===== config.mk =====
export PLATFORM = sky130hd
export DESIGN_NAME = pci_local_dual_fifo_core
export DESIGN_NICKNAME = d
export VERILOG_FILES = /design/src/include/fifo_core_pkg.sv /design/src/rtl/pci_local_dual_fifo_core.sv
export VERILOG_INCLUDE_DIRS = /design/src /design/src/include
export SDC_FILE = /design/constraint.sdc
export NUM_CORES = 1
export LEC_CHECK = 0
export BUFFER_PORTS_ARGS = -buffer_cell sky130_fd_sc_hd__buf_2
export CAP_MARGIN = 20
export CORE_MARGIN = 5
export CORE_UTILIZATION = 33
export CTS_BUF_LIST = sky130_fd_sc_hd__clkbuf_2
export CTS_CLUSTER_SIZE = 25
export DETAILED_ROUTE_END_ITERATION = 8
export PLACE_DENSITY = 0.58
export SETUP_SLACK_MARGIN = 0.05
export SKIP_CTS_REPAIR_TIMING = 1
export SYNTH_ARGS = -nofsm -noshare
export SYNTH_HDL_FRONTEND = slang
export SYNTH_SLANG_ARGS = --single-unit

===== constraint.sdc =====
create_clock -name clk -period 5.3 [get_ports clk]
set_input_delay 0.53 -clock clk [delete_from_list [all_inputs] [get_ports clk]]
set_output_delay 0.53 -clock clk [all_outputs]
set_load 0.02 [all_outputs]

===== src/include/fifo_core_regs.svh =====
// register offsets, field positions, reset values and counts for the dual fifo core
`ifndef FIFO_CORE_REGS_SVH
`define FIFO_CORE_REGS_SVH
// ----------------------------------------
// apb register byte offsets
// ----------------------------------------
`define OFS_FIFO        12'h000
`define OFS_IRQ_CTRL    12'h004
`define OFS_LOCAL_GEN   12'h008
`define OFS_BUSMASTER   12'h00C
`define OFS_RD_ADDR     12'h010
`define OFS_WR_ADDR     12'h014
`define OFS_RD_COUNT    12'h018
`define OFS_WR_COUNT    12'h01C
// ----------------------------------------
// irq_ctrl_stat_reg fields
// ----------------------------------------
`define IC_SWAP_LO      24
`define IC_ADV_P2L_LO   26
`define IC_ADV_L2P_LO   28
`define IC_ORDER_LO     30
`define IC_RESET        32'h0000_0000
// ----------------------------------------
// local_general_ctrl_reg and busmaster_ctrl_reg fields
// ----------------------------------------
`define ST_P2L_EMPTY    0
`define ST_P2L_FULL     1
`define ST_L2P_EMPTY    2
`define ST_L2P_FULL     3
`define CTL_RD_EN       8
`define CTL_WR_EN       9
`define CTL_P2L_CLR     10
`define CTL_L2P_CLR     11
`define CTL_CNT_OFF     28
`define CTL_RESET       32'h0000_0000
// ----------------------------------------
// nonvolatile configuration bit and fifo size
// ----------------------------------------
`define NV_LOCAL_MODE_BIT 7
`define FIFO_DEPTH      8
`endif


===== src/include/fifo_core_pkg.sv =====
// types for the dual fifo core
package fifo_core_pkg;
    typedef enum logic [1:0] {SWAP_NONE = 2'h0, SWAP_16 = 2'h1, SWAP_32 = 2'h2, SWAP_64 = 2'h3}
        swap_mode_t;
    typedef enum logic [2:0] {BUS_IDLE = 3'h1, BUS_SETUP = 3'h2, BUS_ACCESS = 3'h4} bus_state_t;
endpackage


===== src/rtl/pci_local_dual_fifo_core.sv =====
// dual eight-entry fifo core between the pci and local interfaces
//
// Functional notes
// - two independent eight-word 32-bit fifos
// - one offset: read inbound, write outbound
// - advance lane selectable per side
// - default lane 0 advances on its enable
// - lane 2 setting: advance on upper write
// - endian control applies both directions
// - swap before store; lane judged swapped
// - 64-bit order bits toggle each word
// - p2l empty and l2p full always driven
// - p2l full, l2p empty only local serial mode
// - fifo flags readable in two registers
// - pop and push strobes pass two sync stages
// - clear inputs reset pointers and flags
// - master enable pins in local serial mode
// - pci mode: enables, clears as register bits
// - address and count programmed per transfer
// - completion interrupt to pci or local
// - nv bit zero: dma registers local only
// - byte-wide boot memory forbids local mode
// - local mode runs until count zero
// - no nv memory: pci-initiated default
// - request bus only enabled and count nonzero, or count ignored in local mode
`timescale 1ns/100ps
`include "fifo_core_regs.svh"
module pci_local_dual_fifo_core
    import fifo_core_pkg::*;
#(
    parameter int DEPTH = `FIFO_DEPTH
)(
    // clock and reset
    input  wire logic        clk,
    input  wire logic        rst_n,
    // apb slave, pci side register access
    input  wire logic        psel,
    input  wire logic        penable,
    input  wire logic        pwrite,
    input  wire logic [11:0] paddr,
    input  wire logic [31:0] pwdata,
    input  wire logic [3:0]  pstrb,
    output logic      [31:0] prdata,
    output logic             pready,
    output logic             pslverr,
    // local direct fifo strobes and data
    input  wire logic        p2l_pop_n,
    input  wire logic        l2p_push_n,
    input  wire logic [31:0] local_wdata,
    input  wire logic [3:0]  local_be_n,
    output logic      [31:0] local_rdata,
    // local status pins
    output logic             p2l_empty_out,
    output logic             l2p_full_out,
    output logic             p2l_full_out,
    output logic             l2p_empty_out,
    // shared-pin controls
    input  wire logic        p2l_clear_n,
    input  wire logic        l2p_clear_n,
    input  wire logic        local_rd_master_en,
    input  wire logic        local_wr_master_en,
    // configuration straps and dma hooks
    input  wire logic        nv_present,
    input  wire logic        nv_byte_wide,
    input  wire logic [7:0]  nv_cfg_45,
    input  wire logic        rd_done,
    input  wire logic        wr_done,
    output logic             rd_request,
    output logic             wr_request,
    output logic             pci_irq_out,
    output logic             local_irq_out,
    output logic             local_mode_out
);
    initial
    begin
        if (DEPTH != 8)
            $error("fifo depth must be 8");
    end

    localparam int AW = 3;

    typedef struct packed {
        logic [AW:0]  p2l_wp, p2l_rp, l2p_wp, l2p_rp;
        logic [31:0]  irq_ctrl, gen_ctrl, rd_addr, wr_addr, rd_cnt, wr_cnt;
        logic [31:0]  prdata, lrdata;
        logic         pready, pslverr, pci_irq, loc_irq, local_mode, strap_done;
        logic [1:0]   pop_s, push_s, pclr_s, lclr_s, ren_s, wen_s;
        logic         pop_prev, push_prev;
    } state_t;

    state_t s_q, s_d;
    logic [31:0] p2l_mem [DEPTH];
    logic [31:0] l2p_mem [DEPTH];

    // ----------------------------------------
    // lane swapping and advance detection
    // ----------------------------------------
    function automatic logic [31:0] swap_data(input logic [31:0] d, input logic [1:0] m);
        case (m)
            SWAP_16: swap_data = {d[23:16], d[31:24], d[7:0], d[15:8]};
            SWAP_32, SWAP_64: swap_data = {d[7:0], d[15:8], d[23:16], d[31:24]};
            default: swap_data = d;
        endcase
    endfunction

    function automatic logic [3:0] swap_be(input logic [3:0] b, input logic [1:0] m);
        case (m)
            SWAP_16: swap_be = {b[2], b[3], b[0], b[1]};
            SWAP_32, SWAP_64: swap_be = {b[0], b[1], b[2], b[3]};
            default: swap_be = b;
        endcase
    endfunction

    // lane setting 00 lane0, 01 lane1, 10 lane2, 11 lane3
    function automatic logic lane_hit(input logic [3:0] be, input logic [1:0] lane);
        lane_hit = be[lane];
    endfunction

    // ----------------------------------------
    // derived status
    // ----------------------------------------
    logic p2l_empty, p2l_full, l2p_empty, l2p_full, cnt_off;
    logic [1:0] swap_m, adv_p, adv_l;
    logic pin_mode;
    always_comb
    begin
        p2l_empty = s_q.p2l_wp == s_q.p2l_rp;
        p2l_full  = s_q.p2l_wp == {~s_q.p2l_rp[AW], s_q.p2l_rp[AW-1:0]};
        l2p_empty = s_q.l2p_wp == s_q.l2p_rp;
        l2p_full  = s_q.l2p_wp == {~s_q.l2p_rp[AW], s_q.l2p_rp[AW-1:0]};
        swap_m    = s_q.irq_ctrl[`IC_SWAP_LO +: 2];
        adv_p     = s_q.irq_ctrl[`IC_ADV_P2L_LO +: 2];
        adv_l     = s_q.irq_ctrl[`IC_ADV_L2P_LO +: 2];
        pin_mode  = s_q.local_mode;
        cnt_off   = s_q.gen_ctrl[`CTL_CNT_OFF];
    end

    // ----------------------------------------
    // apb decode
    // ----------------------------------------
    logic acc, wr, rd, dma_ok, mapped;
    logic [3:0] sbe, lsbe;
    logic [31:0] st_bits;
    always_comb
    begin
        acc     = psel && penable && !s_q.pready;
        wr      = acc && pwrite;
        rd      = acc && !pwrite;
        // dma registers belong to one side only; pci side blocked in local mode
        dma_ok  = !s_q.local_mode;
        mapped  = (paddr <= `OFS_WR_COUNT) && (paddr[1:0] == 2'h0);
        sbe     = swap_be(pstrb, swap_m);
        lsbe    = swap_be(~local_be_n, swap_m);
        st_bits = 32'h0;
        st_bits[`ST_P2L_EMPTY] = p2l_empty;
        st_bits[`ST_P2L_FULL]  = p2l_full;
        st_bits[`ST_L2P_EMPTY] = l2p_empty;
        st_bits[`ST_L2P_FULL]  = l2p_full;
    end

    // ----------------------------------------
    // next state
    // ----------------------------------------
    logic pop_ev, push_ev, pci_push, pci_pop, p2l_clr, l2p_clr, ren, wen;
    always_comb
    begin
        s_d = s_q;
        s_d.pop_s   = {s_q.pop_s[0], ~p2l_pop_n};
        s_d.push_s  = {s_q.push_s[0], ~l2p_push_n};
        s_d.pclr_s  = {s_q.pclr_s[0], ~p2l_clear_n};
        s_d.lclr_s  = {s_q.lclr_s[0], ~l2p_clear_n};
        s_d.ren_s   = {s_q.ren_s[0], local_rd_master_en};
        s_d.wen_s   = {s_q.wen_s[0], local_wr_master_en};
        s_d.pop_prev  = s_q.pop_s[1];
        s_d.push_prev = s_q.push_s[1];
        pop_ev  = s_q.pop_s[1] && !s_q.pop_prev;
        push_ev = s_q.push_s[1] && !s_q.push_prev && lane_hit(lsbe, adv_l);
        // pin functions in local serial mode, register bits otherwise
        p2l_clr = pin_mode ? s_q.pclr_s[1] : s_q.gen_ctrl[`CTL_P2L_CLR];
        l2p_clr = pin_mode ? s_q.lclr_s[1] : s_q.gen_ctrl[`CTL_L2P_CLR];
        ren     = pin_mode ? s_q.ren_s[1] : s_q.gen_ctrl[`CTL_RD_EN];
        wen     = pin_mode ? s_q.wen_s[1] : s_q.gen_ctrl[`CTL_WR_EN];
        pci_push = wr && paddr == `OFS_FIFO && lane_hit(sbe, adv_p);
        pci_pop  = rd && paddr == `OFS_FIFO;
        // strap capture after reset release
        if (!s_q.strap_done)
        begin
            s_d.strap_done = 1'b1;
            s_d.local_mode = nv_present && !nv_byte_wide
                && !nv_cfg_45[`NV_LOCAL_MODE_BIT];
        end
        s_d.pready  = acc;
        s_d.pslverr = acc && !mapped;
        if (rd)
        begin
            case (paddr)
                `OFS_FIFO:      s_d.prdata = l2p_empty ? 32'h0 : l2p_mem[s_q.l2p_rp[AW-1:0]];
                `OFS_IRQ_CTRL:  s_d.prdata = s_q.irq_ctrl;
                `OFS_LOCAL_GEN: s_d.prdata = (s_q.gen_ctrl & ~32'h0000_000F) | st_bits;
                `OFS_BUSMASTER: s_d.prdata = (s_q.gen_ctrl & ~32'h0000_000F) | st_bits;
                `OFS_RD_ADDR:   s_d.prdata = dma_ok ? s_q.rd_addr : 32'h0;
                `OFS_WR_ADDR:   s_d.prdata = dma_ok ? s_q.wr_addr : 32'h0;
                `OFS_RD_COUNT:  s_d.prdata = dma_ok ? s_q.rd_cnt : 32'h0;
                `OFS_WR_COUNT:  s_d.prdata = dma_ok ? s_q.wr_cnt : 32'h0;
                default:        s_d.prdata = 32'h0;
            endcase
        end
        if (wr)
        begin
            case (paddr)
                `OFS_IRQ_CTRL:  s_d.irq_ctrl = pwdata;
                `OFS_LOCAL_GEN: s_d.gen_ctrl = pwdata;
                `OFS_BUSMASTER: s_d.gen_ctrl = pwdata;
                `OFS_RD_ADDR:   if (dma_ok) s_d.rd_addr = pwdata;
                `OFS_WR_ADDR:   if (dma_ok) s_d.wr_addr = pwdata;
                `OFS_RD_COUNT:  if (dma_ok) s_d.rd_cnt = pwdata;
                `OFS_WR_COUNT:  if (dma_ok) s_d.wr_cnt = pwdata;
                default:        ;
            endcase
        end
        // pci pushes into p2l; local pops from p2l
        if (pci_push && !p2l_full)
            s_d.p2l_wp = s_q.p2l_wp + 1'b1;
        if (pop_ev && !p2l_empty)
        begin
            s_d.p2l_rp = s_q.p2l_rp + 1'b1;
            s_d.lrdata = p2l_mem[s_q.p2l_rp[AW-1:0]];
        end
        if (push_ev && !l2p_full)
            s_d.l2p_wp = s_q.l2p_wp + 1'b1;
        if (pci_pop && !l2p_empty)
            s_d.l2p_rp = s_q.l2p_rp + 1'b1;
        // 64-bit order bits toggle per word moved
        if (swap_m == SWAP_64 && ((pci_push && !p2l_full) || (push_ev && !l2p_full)))
            s_d.irq_ctrl[`IC_ORDER_LO] = ~s_d.irq_ctrl[`IC_ORDER_LO];
        if (swap_m == SWAP_64 && ((pop_ev && !p2l_empty) || (pci_pop && !l2p_empty)))
            s_d.irq_ctrl[`IC_ORDER_LO + 1] = ~s_d.irq_ctrl[`IC_ORDER_LO + 1];
        if (p2l_clr)
        begin
            s_d.p2l_wp = '0;
            s_d.p2l_rp = '0;
        end
        if (l2p_clr)
        begin
            s_d.l2p_wp = '0;
            s_d.l2p_rp = '0;
        end
        // dma byte counts, four bytes per completed word
        if (rd_done && s_q.rd_cnt != 32'h0)
            s_d.rd_cnt = (s_q.rd_cnt < 32'h4) ? 32'h0 : s_q.rd_cnt - 32'h4;
        if (wr_done && s_q.wr_cnt != 32'h0)
            s_d.wr_cnt = (s_q.wr_cnt < 32'h4) ? 32'h0 : s_q.wr_cnt - 32'h4;
        // completion interrupt routed by mode; set wins over clear
        if ((rd_done && s_q.rd_cnt <= 32'h4 && s_q.rd_cnt != 32'h0)
            || (wr_done && s_q.wr_cnt <= 32'h4 && s_q.wr_cnt != 32'h0))
        begin
            if (s_q.local_mode && !cnt_off)
                s_d.loc_irq = 1'b1;
            else if (!s_q.local_mode)
                s_d.pci_irq = 1'b1;
        end
        else if (wr && paddr == `OFS_IRQ_CTRL)
        begin
            s_d.pci_irq = 1'b0;
            s_d.loc_irq = 1'b0;
        end
    end

    // ----------------------------------------
    // storage and registers
    // ----------------------------------------
    always_ff @(posedge clk)
    begin
        if (pci_push && !p2l_full)
            p2l_mem[s_q.p2l_wp[AW-1:0]] <= swap_data(pwdata, swap_m);
        if (push_ev && !l2p_full)
            l2p_mem[s_q.l2p_wp[AW-1:0]] <= swap_data(local_wdata, swap_m);
    end

    always_ff @(posedge clk)
    begin
        if (!rst_n)
        begin
            s_q          <= '0;
            s_q.irq_ctrl <= `IC_RESET;
            s_q.gen_ctrl <= `CTL_RESET;
        end
        else
            s_q <= s_d;
    end

    // ----------------------------------------
    // outputs
    // ----------------------------------------
    always_comb
    begin
        prdata        = s_q.prdata;
        pready        = s_q.pready;
        pslverr       = s_q.pslverr;
        local_rdata   = s_q.lrdata;
        p2l_empty_out = p2l_empty;
        l2p_full_out  = l2p_full;
        p2l_full_out  = pin_mode && p2l_full;
        l2p_empty_out = pin_mode && l2p_empty;
        // local mode: stop at zero count unless count is ignored
        rd_request    = ren && (!p2l_full)
            && (s_q.local_mode && cnt_off || s_q.rd_cnt != 32'h0);
        wr_request    = wen && (!l2p_empty)
            && (s_q.local_mode && cnt_off || s_q.wr_cnt != 32'h0);
        pci_irq_out   = s_q.pci_irq;
        local_irq_out = s_q.loc_irq;
        local_mode_out = s_q.local_mode;
    end
endmodule


# Word level (Yosys, flattened, before mapping)
# Memories as Yosys holds them, arrays and structs flattened. A register that Yosys moved wholly into a read port is not among the register bits.
# Cells that the tools add are included.
[classes]
n_bitwise = 12
reduce_logical = 74
mux = 47
add_sub_neg = 6
magnitude_cmp = 7
eq_ne = 19
[op_table]
columns = ["operator", "n"]
rows = [
  ["two-way mux 32 bit", 20],
  ["one-hot mux 32 bit (7 select lines)", 1],
  ["two-way mux 192 bit", 1],
  ["one-hot mux 32 bit (2 select lines)", 2],
  ["less-or-equal comparator 32 x 3 -> 1 bit (second input constant)", 2],
  ["less-than comparator 32 x 3 -> 1 bit (second input constant)", 2],
  ["nonzero test 32 bit", 2],
  ["subtractor 32 x 3 -> 32 bit (second input constant)", 2],
  ["== test 12 x 5 -> 1 bit (second input constant)", 4],
  ["logical AND 1 bit", 35],
  ["bitwise OR 32 x 4 -> 32 bit", 1],
  ["== test 12 x 4 -> 1 bit (second input constant)", 2],
  ["adder 4 x 1 -> 4 bit (second input constant)", 4],
  ["== test 4 bit", 4],
  ["one-hot mux 4 bit (2 select lines)", 2],
  ["two-way mux 1 bit", 15],
  ["AND reduction 3 bit", 5],
  ["logical NOT 1 bit", 13],
  ["== test 12 x 3 -> 1 bit (second input constant)", 1],
  ["less-or-equal comparator 12 x 5 -> 1 bit (second input constant)", 1],
  ["logical NOT 12 bit", 1],
  ["NOT 1 bit", 10],
  ["nonzero test 2 bit", 5],
  ["OR reduction 2 bit", 4],
  ["other kinds (12)", 26],
]
[totals]
mem_count = 2
ramBits = 512
wordCells = 193
output_inout_bits = 75
regBits = 260
input_bits = 107
[mem_list]
columns = ["name", "depth", "word_bits", "read_ports", "rd_ports_with_merged_regs", "write_ports", "line_no", "rtl"]
rows = [
  ["l2p_mem", 8, 32, 1, 1, 1, "pci_local_dual_fifo_core.sv:93", "logic [31:0] l2p_mem [DEPTH];"],
  ["p2l_mem", 8, 32, 1, 1, 1, "pci_local_dual_fifo_core.sv:92", "logic [31:0] p2l_mem [DEPTH];"],
]

# Logic depth before layout (Yosys ltp)
# Gate-level depths: netlist of the first run.
[logic_depth]
ltp_word = 10
mapped_depth = 10
mapped_depth_nobuf = 8

# Worst setup path after synthesis of the first run
# Ideal clock, no wire load.
[synth_path]
path_type = "in2reg"
from = "input port local_be_n[3]"
to = "memory l2p_mem[4][0] (enable)"
t_required_ns = 4.787
n_path_buf = 0
path_stages = 5
setup_time_ns = 0.513
t_arrival_ns = 5.244
path_slack_ns = -0.457
cell_sequence = "mux4_2 > nor3b_1 > nor4_1 > nand2_1 > nor4b_1"
[synth_via]
elab_chain_cells = 8
[synth_rtl]
columns = ["item", "line_no", "rtl"]
rows = [
  ["start, declared", "pci_local_dual_fifo_core.sv:50", "input wire logic [3:0] local_be_n,"],
  ["NOT 4 bit", "pci_local_dual_fifo_core.sv:153", "lsbe = swap_be(~local_be_n, swap_m);"],
  ["one-hot mux 4 bit (2 select lines)", "pci_local_dual_fifo_core.sv:107", "case (m)"],
  ["binary-select mux 1 bit (select 2 bit)", "pci_local_dual_fifo_core.sv:116", "lane_hit = be[lane];"],
  ["two-way mux 1 bit (implied by the code)", "pci_local_dual_fifo_core.sv:116", ""],
  ["logical AND 1 bit", "pci_local_dual_fifo_core.sv:177", "push_ev = s_q.push_s[1] && !s_q.push_prev && lane_hit(lsbe, adv_l);"],
  ["logical AND 1 bit", "pci_local_dual_fifo_core.sv:276", "if (push_ev && !l2p_full)"],
  ["two-way mux 1 bit", "pci_local_dual_fifo_core.sv:276", ""],
  ["two-way mux 1 bit (implied by the code)", "pci_local_dual_fifo_core.sv:277", "l2p_mem[s_q.l2p_wp[AW-1:0]] <= swap_data(local_wdata, swap_m);"],
  ["end, declared", "pci_local_dual_fifo_core.sv:93", ""],
]
# Every way passes these cells. The select of a mux whose other input is x is not followed.

# Final worst setup path of the first run
[layout_path]
from = "register s_q[95] in the netlist's numbering"
to = "output port wr_request"
[layout_via]
elab_chain_cells = 3
[layout_rtl]
columns = ["item", "line_no", "rtl"]
rows = [
  ["start, declared", "pci_local_dual_fifo_core.sv:91", "state_t s_q, s_d;"],
  ["nonzero test 32 bit", "pci_local_dual_fifo_core.sv:309", "&& (s_q.local_mode && cnt_off || s_q.wr_cnt != 32'h0);"],
  ["logical OR 1 bit", "pci_local_dual_fifo_core.sv:309", ""],
  ["logical AND 1 bit", "pci_local_dual_fifo_core.sv:309", ""],
  ["end, declared", "pci_local_dual_fifo_core.sv:69", "output logic wr_request,"],
]
# Every way passes these cells.

==> results of run 1 <==
[per-layer routing]
| metal | share of wire | vias to the layer above |
|---|---|---|
| li1 | - | 11200 |
| met1 | 0.40 | 12400 |
| met2 | 0.46 | 1237 |
| met3 | 0.11 | 212 |
| met4 | 0.030 | 6 |
| met5 | 0.00037 | - |
[flip-flops by register name (all words and copies together) (netlist names), 2 cells and up, named ones only]
register / flops
l2p_mem: 256
adv_l: 2
adv_p: 2
s_q: 206
prdata: 32
p2l_mem: 256
local_rdata: 32
s_d: 8
[synth_stat cells, drive strengths merged (4+ instances only)]
cell type,instances,area (sq um)
a211oi,38,285
mux4,131,2950
dfxtp,291,5830
nor3b,8,60.1
a221oi,18,158
nand2b,9,56.3
nor3,56,295
a222oi,23,230
xor2,26,228
o221ai,4,35.0
a21oi,164,821
inv,13,48.8
nor4,31,215
a32o,22,220
or4,13,101
and3,32,200
o22ai,16,100
edfxtp,512,15400
xnor2,8,70.1
mux2i,105,1050
nor2,118,443
nand3b,4,30.0
ha,10,125
buf,101,636
nand2,488,1830
a32oi,29,254
nor4b,7,67.6
nand3,27,135
clkbuf,186,704
a2bb2oi,5,43.8
nand4,9,56.3
or3,16,100
o21ai,101,505
a31oi,13,81.3
or2,6,37.5
and2,23,144
a22oi,34,269
o21a,6,45.0
a22o,12,105
mux2,33,372
[cell families after synthesis]
group                    Yosys count  synth area share
AO/OA/AOI/OAI                    511            0.0974
XOR/XNOR                          34           0.00860
adder cells (fa/ha/maj)           10           0.00361
buffers and inverters            301            0.0402
flip-flops                       803             0.612
multiplexers                     269             0.126
AND/OR/NAND/NOR                  859             0.112
[worst max-delay path: cells and delay by family (launching register included)]
kind / cells / cell delay, ns
flip-flops: 1 / 0.44
AND/OR/NAND/NOR: 3 / 1.50
AO/OA/AOI/OAI: 2 / 0.47
buffers and inverters: 1 / 0.20
[metrics by stage]
stage | hold WS [ns] | std cells
finish | 0.0364 | 4650
global route | -0.00432 | 4642
CTS | -0.884 | 4478
detailed placement | 0.422 | 4113
global placement | 0.422 | 4111
floorplan | 0.412 | 2787
[power by group]
part / internal [mW] / switching (mW)
registers: 6.77 / 0.248
logic: 0.870 / 1.71
clock network: 1.65 / 2.61
[cell type report]
class,count,area [sq um],share of cell area
sequential,803,21200,0.529
multi-input combinational,1683,12200,0.305
timing repair buffer,395,2940,0.0732
tap,1380,1730,0.0431
clock buffer,312,1560,0.0390
clock inverter,53,313,0.00780
inverter,14,57.6,0.00144
antenna,10,25.0,0.000624
[worst max path at each step]
stage	start	endpoint
6_report	s_q[95]	wr_request
4_1_cts	s_q[95]	wr_request
2_1_floorplan	paddr[6]	p2l_mem[0][0]
3_3_place_gp	paddr[6]	p2l_mem[0][27]
5_1_grt	s_q[95]	wr_request
3_5_place_dp	paddr[6]	p2l_mem[2][16]
==> impl_metrics.py, run 1 <==
metrics = {
    "clock_network": {
        "clk_pin_slew_worst_paths_ns": 0.11,
        "worstSkewPairLatency_ns": 1.51,
        "clock-sinks": 803,
        "cts.path.max_buffers": 3,
        "cts_buffers": 205,
        "cts_root_buffer": "clkbuf_2",
        "cts_tree": "yes",
        "cts_max_level": 4,
    },
    "yosys": {
        "synth_flop_cell": "edfxtp_1",
        "synth-async-reset-ratio": 0,
        "synth_edf_count": 512,
        "synth.avg_cell_area_sq_um": 12.4,
        "synthCells": 2787,
        "yosysWarnings": 0,
        "ys_ff_latch": 803,
        "yosysUniqueCellTypes": 70,
        "yosysSeqAreaShare": 0.612,
        "syn_area_sq_um": 34600,
        "synth_fp_nets": 2904,
    },
    "power_and_ir_drop": {
        "power_mw": 13.9,
        "powerDensity_nw_per_um2": 346,
        "peakVddDrop_mv": 0.286,
        "power_leakage_nw": 13.1,
    },
    "min_path": {
        "min_path_cells": 4,
        "worstHoldPathType": "input port to flop",
        "min_to": "s_q[256]",
        "hold_start": "pwdata[12]",
    },
    "floorplan": {
        "die_x_um": 334,
        "start_util": 0.333,
        "num_io_pins": 182,
        "core-area_sq_um": 104000,
        "row_count": 118,
        "die_h_um": 334,
        "dieArea_sq_um": 112000,
    },
    "global_routing": {
        "use_met2": 0.298,
        "grt_max_degree": 123,
        "grt.busiest_layer": "met2",
        "grt_pass1_vias": 23300,
        "grt_use_total": 0.190,
        "use_met3": 0.0581,
        "grt_pass1_wl_um": 158000,
        "grt_overflow": 0,
        "use_met1": 0.252,
        "antenna_found_initial": 13,
    },
    "critical_path": {
        "rr_endpoint": "s_q[186]",
        "path_max_fanout": 7,
        "crit_arrival_ns": 4.14,
        "max_stage_delay_ns": 0.69,
        "r2r_start": "local_mode_out",
        "r2r_slack_ns": 1.41,
        "slowest_stage": "or4_1",
        "path_class": "flop to output pin",
        "reg2reg_depth": 9,
        "worstPathRequired_ns": 4.77,
        "path_cells": "or4_1 -> nor4_2 -> nand3_1 -> o211ai_1 -> a21oi_1 -> buf_2",
        "crit_path_end_kind": "output pin",
        "crit_path_start_kind": "flop",
    },
    "cells_and_area": {
        "layout_commonest_cell": "edfxtp_1",
        "drive_gt1_frac": 0.243,
        "fin_area_sq_um": 40100,
        "final_util": 0.386,
        "nets": 3219,
        "final_cell_mix": "edfxtp_1 (512), nand2_1 (487), clkbuf_2 (312)",
        "num-fill-cells": 10100,
        "syn_to_final_growth_pct": 15.7,
    },
    "job": {
        "maxCapViolCount": 0,
    },
    "timing": {
        "tightest_slew_ns": 1.30,
        "timing.max_slew.rel_slack": 0.128,
        "setup_viol_count_final": 0,
        "fin_crit_sh": 0.882,
        "timing.fmax_mhz": 214,
        "tns_ns": 0,
        "post-route-min-period_ns": 4.67,
        "rsz0062_at_grt": "false",
        "finalHoldViolations": 0,
        "fin_skew_ns": 0.144,
        "slew_viol_final": 0,
        "fin_ws_ns": 0.627,
    },
    "route": {
        "wl_per_cell_um": 24.1,
        "drtAntennaViolNets": 0,
        "viasPerCell": 5.40,
        "drt-pass1-iter-count": 8,
        "route.detailed.drc": 0,
        "finalWirelength_um": 112000,
        "vias": 25100,
        "drt_iter0_drc": 2966,
    },
    "placement": {
        "postPlaceCellArea_sq_um": 36600,
        "port_buffers": 174,
        "place_congestion": 0.945,
        "place_hpwl_um": 69000,
        "pre_cts_ws_ns": 1.22,
    },
    "outcome": {
        "outcome": "finished, final reports clean",
    },
}
No activity file was read; power rests on OpenSTA's default activity.
==> run 2, diff against run 1 <==
- REMOVE_ABC_BUFFERS: not set -> 1
==> run 2 against run 1 <==
Against the previous run: power shrank 0.29%; clock skew decreased by 0.056 ns; die area stayed put; routed wire length shrank 8.6%; first-iteration DRC count is 28% lower; flip-flop and latch count stayed put; sequential power is essentially flat; largest cell class unchanged.
==> impl_metrics.py, run 2 (same netlist as run 1, synthesis figures left out) <==
metrics = {
    "floorplan": {
        "dieArea_sq_um": 112000,
        "num_io_pins": 182,
        "start_util": 0.333,
        "core-area_sq_um": 104000,
        "die_x_um": 334,
        "row_count": 118,
        "die_h_um": 334,
    },
    "power_and_ir_drop": {
        "power_mw": 13.8,
        "peakVddDrop_mv": 0.273,
        "powerDensity_nw_per_um2": 347,
        "power_leakage_nw": 13.0,
    },
    "timing": {
        "timing.fmax_mhz": 219,
        "post-route-min-period_ns": 4.57,
        "fin_skew_ns": 0.0888,
        "timing.max_slew.rel_slack": 0.224,
        "finalHoldViolations": 0,
        "fin_crit_sh": 0.861,
        "tightest_slew_ns": 1.16,
        "rsz0062_at_grt": "false",
        "slew_viol_final": 0,
        "fin_ws_ns": 0.735,
        "setup_viol_count_final": 0,
    },
    "clock_network": {
        "clk_pin_slew_worst_paths_ns": 0.12,
        "clock-sinks": 803,
        "cts_max_level": 4,
        "cts_buffers": 196,
        "cts_root_buffer": "clkbuf_2",
        "cts_tree": "yes",
        "worstSkewPairLatency_ns": 1.44,
        "cts.path.max_buffers": 3,
    },
    "cells_and_area": {
        "syn_to_final_growth_pct": 14.9,
        "layoutNonFillerInstCount": 4619,
        "fin_area_sq_um": 39800,
        "layout_commonest_cell": "edfxtp_1",
        "final_cell_mix": "edfxtp_1 (512), nand2_1 (488), clkbuf_2 (299)",
        "drive_gt1_frac": 0.238,
        "nets": 3185,
        "num-fill-cells": 10200,
    },
    "global_routing": {
        "grt_pass1_vias": 23200,
        "grt_pass1_wl_um": 149000,
        "grt_max_degree": 81,
        "antenna_found_initial": 8,
        "grt_use_total": 0.176,
        "grt_overflow": 0,
    },
    "route": {
        "vias": 24300,
        "drtAntennaViolNets": 0,
        "finalWirelength_um": 102000,
        "drt_iter0_drc": 2131,
        "viasPerCell": 5.25,
        "wl_per_cell_um": 22.2,
        "drt-pass1-iter-count": 8,
        "route.detailed.drc": 0,
    },
    "critical_path": {
        "max_stage_delay_ns": 0.69,
        "path_cells": "or4_1 -> nor4_2 -> nand3_1 -> o211ai_1 -> a21oi_1 -> buf_2",
        "cp.depth": 6,
        "crit_arrival_ns": 4.04,
        "crit_path_end_kind": "output pin",
        "crit_path_start_kind": "flop",
        "path_max_fanout": 8,
        "worstPathRequired_ns": 4.77,
        "cp.buffers_inverters": 1,
        "critical_path.top_delay_family": "simple AND/OR/NAND/NOR gates",
        "reg2reg_depth": 10,
        "slowest_stage": "or4_1",
        "path_class": "flop to output pin",
        "r2r_slack_ns": 1.57,
    },
    "min_path": {
        "worstHoldPathType": "input port to flop",
        "min_path_cells": 5,
    },
    "placement": {
        "port_buffers": 174,
        "pre_cts_ws_ns": 1.25,
        "dpl.cell_count": 4112,
        "place_congestion": 0.885,
        "place_hpwl_um": 62900,
        "postPlaceCellArea_sq_um": 36500,
    },
    "outcome": {
        "outcome": "finished, final reports clean",
    },
    "job": {
        "maxCapViolCount": 0,
    },
}
run 2: changes by cell type in the layout (fill, tap and decap cells not counted), moves of 3 or more:
cell,change
clkinv_4,-4
clkbuf_2,-13
bufinv_16,+4
diode_2,-3
clkinv_1,+12
clkbuf_4,-5
dlygate4sd3_1,-18
run 2: final cells by class:
type | count | area [sq um] | area share
clock buffer | 299 | 1500 | 0.0376
clock inverter | 63 | 400 | 0.0101
timing repair buffer | 370 | 2680 | 0.0674
multi-input combinational | 1683 | 12200 | 0.307
tap | 1380 | 1730 | 0.0434
antenna | 7 | 17.5 | 0.000440
sequential | 803 | 21200 | 0.533
inverter | 14 | 57.6 | 0.00145
run 2: path summary, 6_finish.rpt:
kind	endpoint	from
min	s_q[289]	pstrb[3]
max	wr_request	s_q[94]
max reg2reg	l2p_mem[5][0]	adv_l[0]
min reg2reg	s_q[3]	s_d[3]
run 2: layer usage:
| layer | GRT usage | up-vias | wire length (um) |
|---|---|---|---|
| met5 | 0 | - | 39 |
| met4 | 0.0635 | 6 | 3080 |
| met3 | 0.0327 | 192 | 7580 |
| met2 | 0.286 | 927 | 48600 |
| met1 | 0.237 | 12000 | 43200 |
| li1 | - | 11100 | - |
run 2: metrics by stage:
stage	TNS, ns	hold slack (ns)	util
after floorplan	-543.62	0.412	-
after global placement	0	0.418	0.351
after detailed placement	0	0.418	0.351
after CTS	0	-0.921	0.370
after global routing	0	-0.0334	0.383
final	0	0.0168	0.383
run 2: power by group:
part / internal [mW] / total, mW / switching (mW)
clock: 1.76 / 4.32 / 2.56
sequential: 6.77 / 6.98 / 0.210
combinational: 0.855 / 2.52 / 1.66
run 2: worst min-delay path: stages:
cell and delay (ns):
buf_2 0.09, mux4_4 0.30, mux2i_1 0.21, o21ai_0 0.21, a21oi_1 0.07
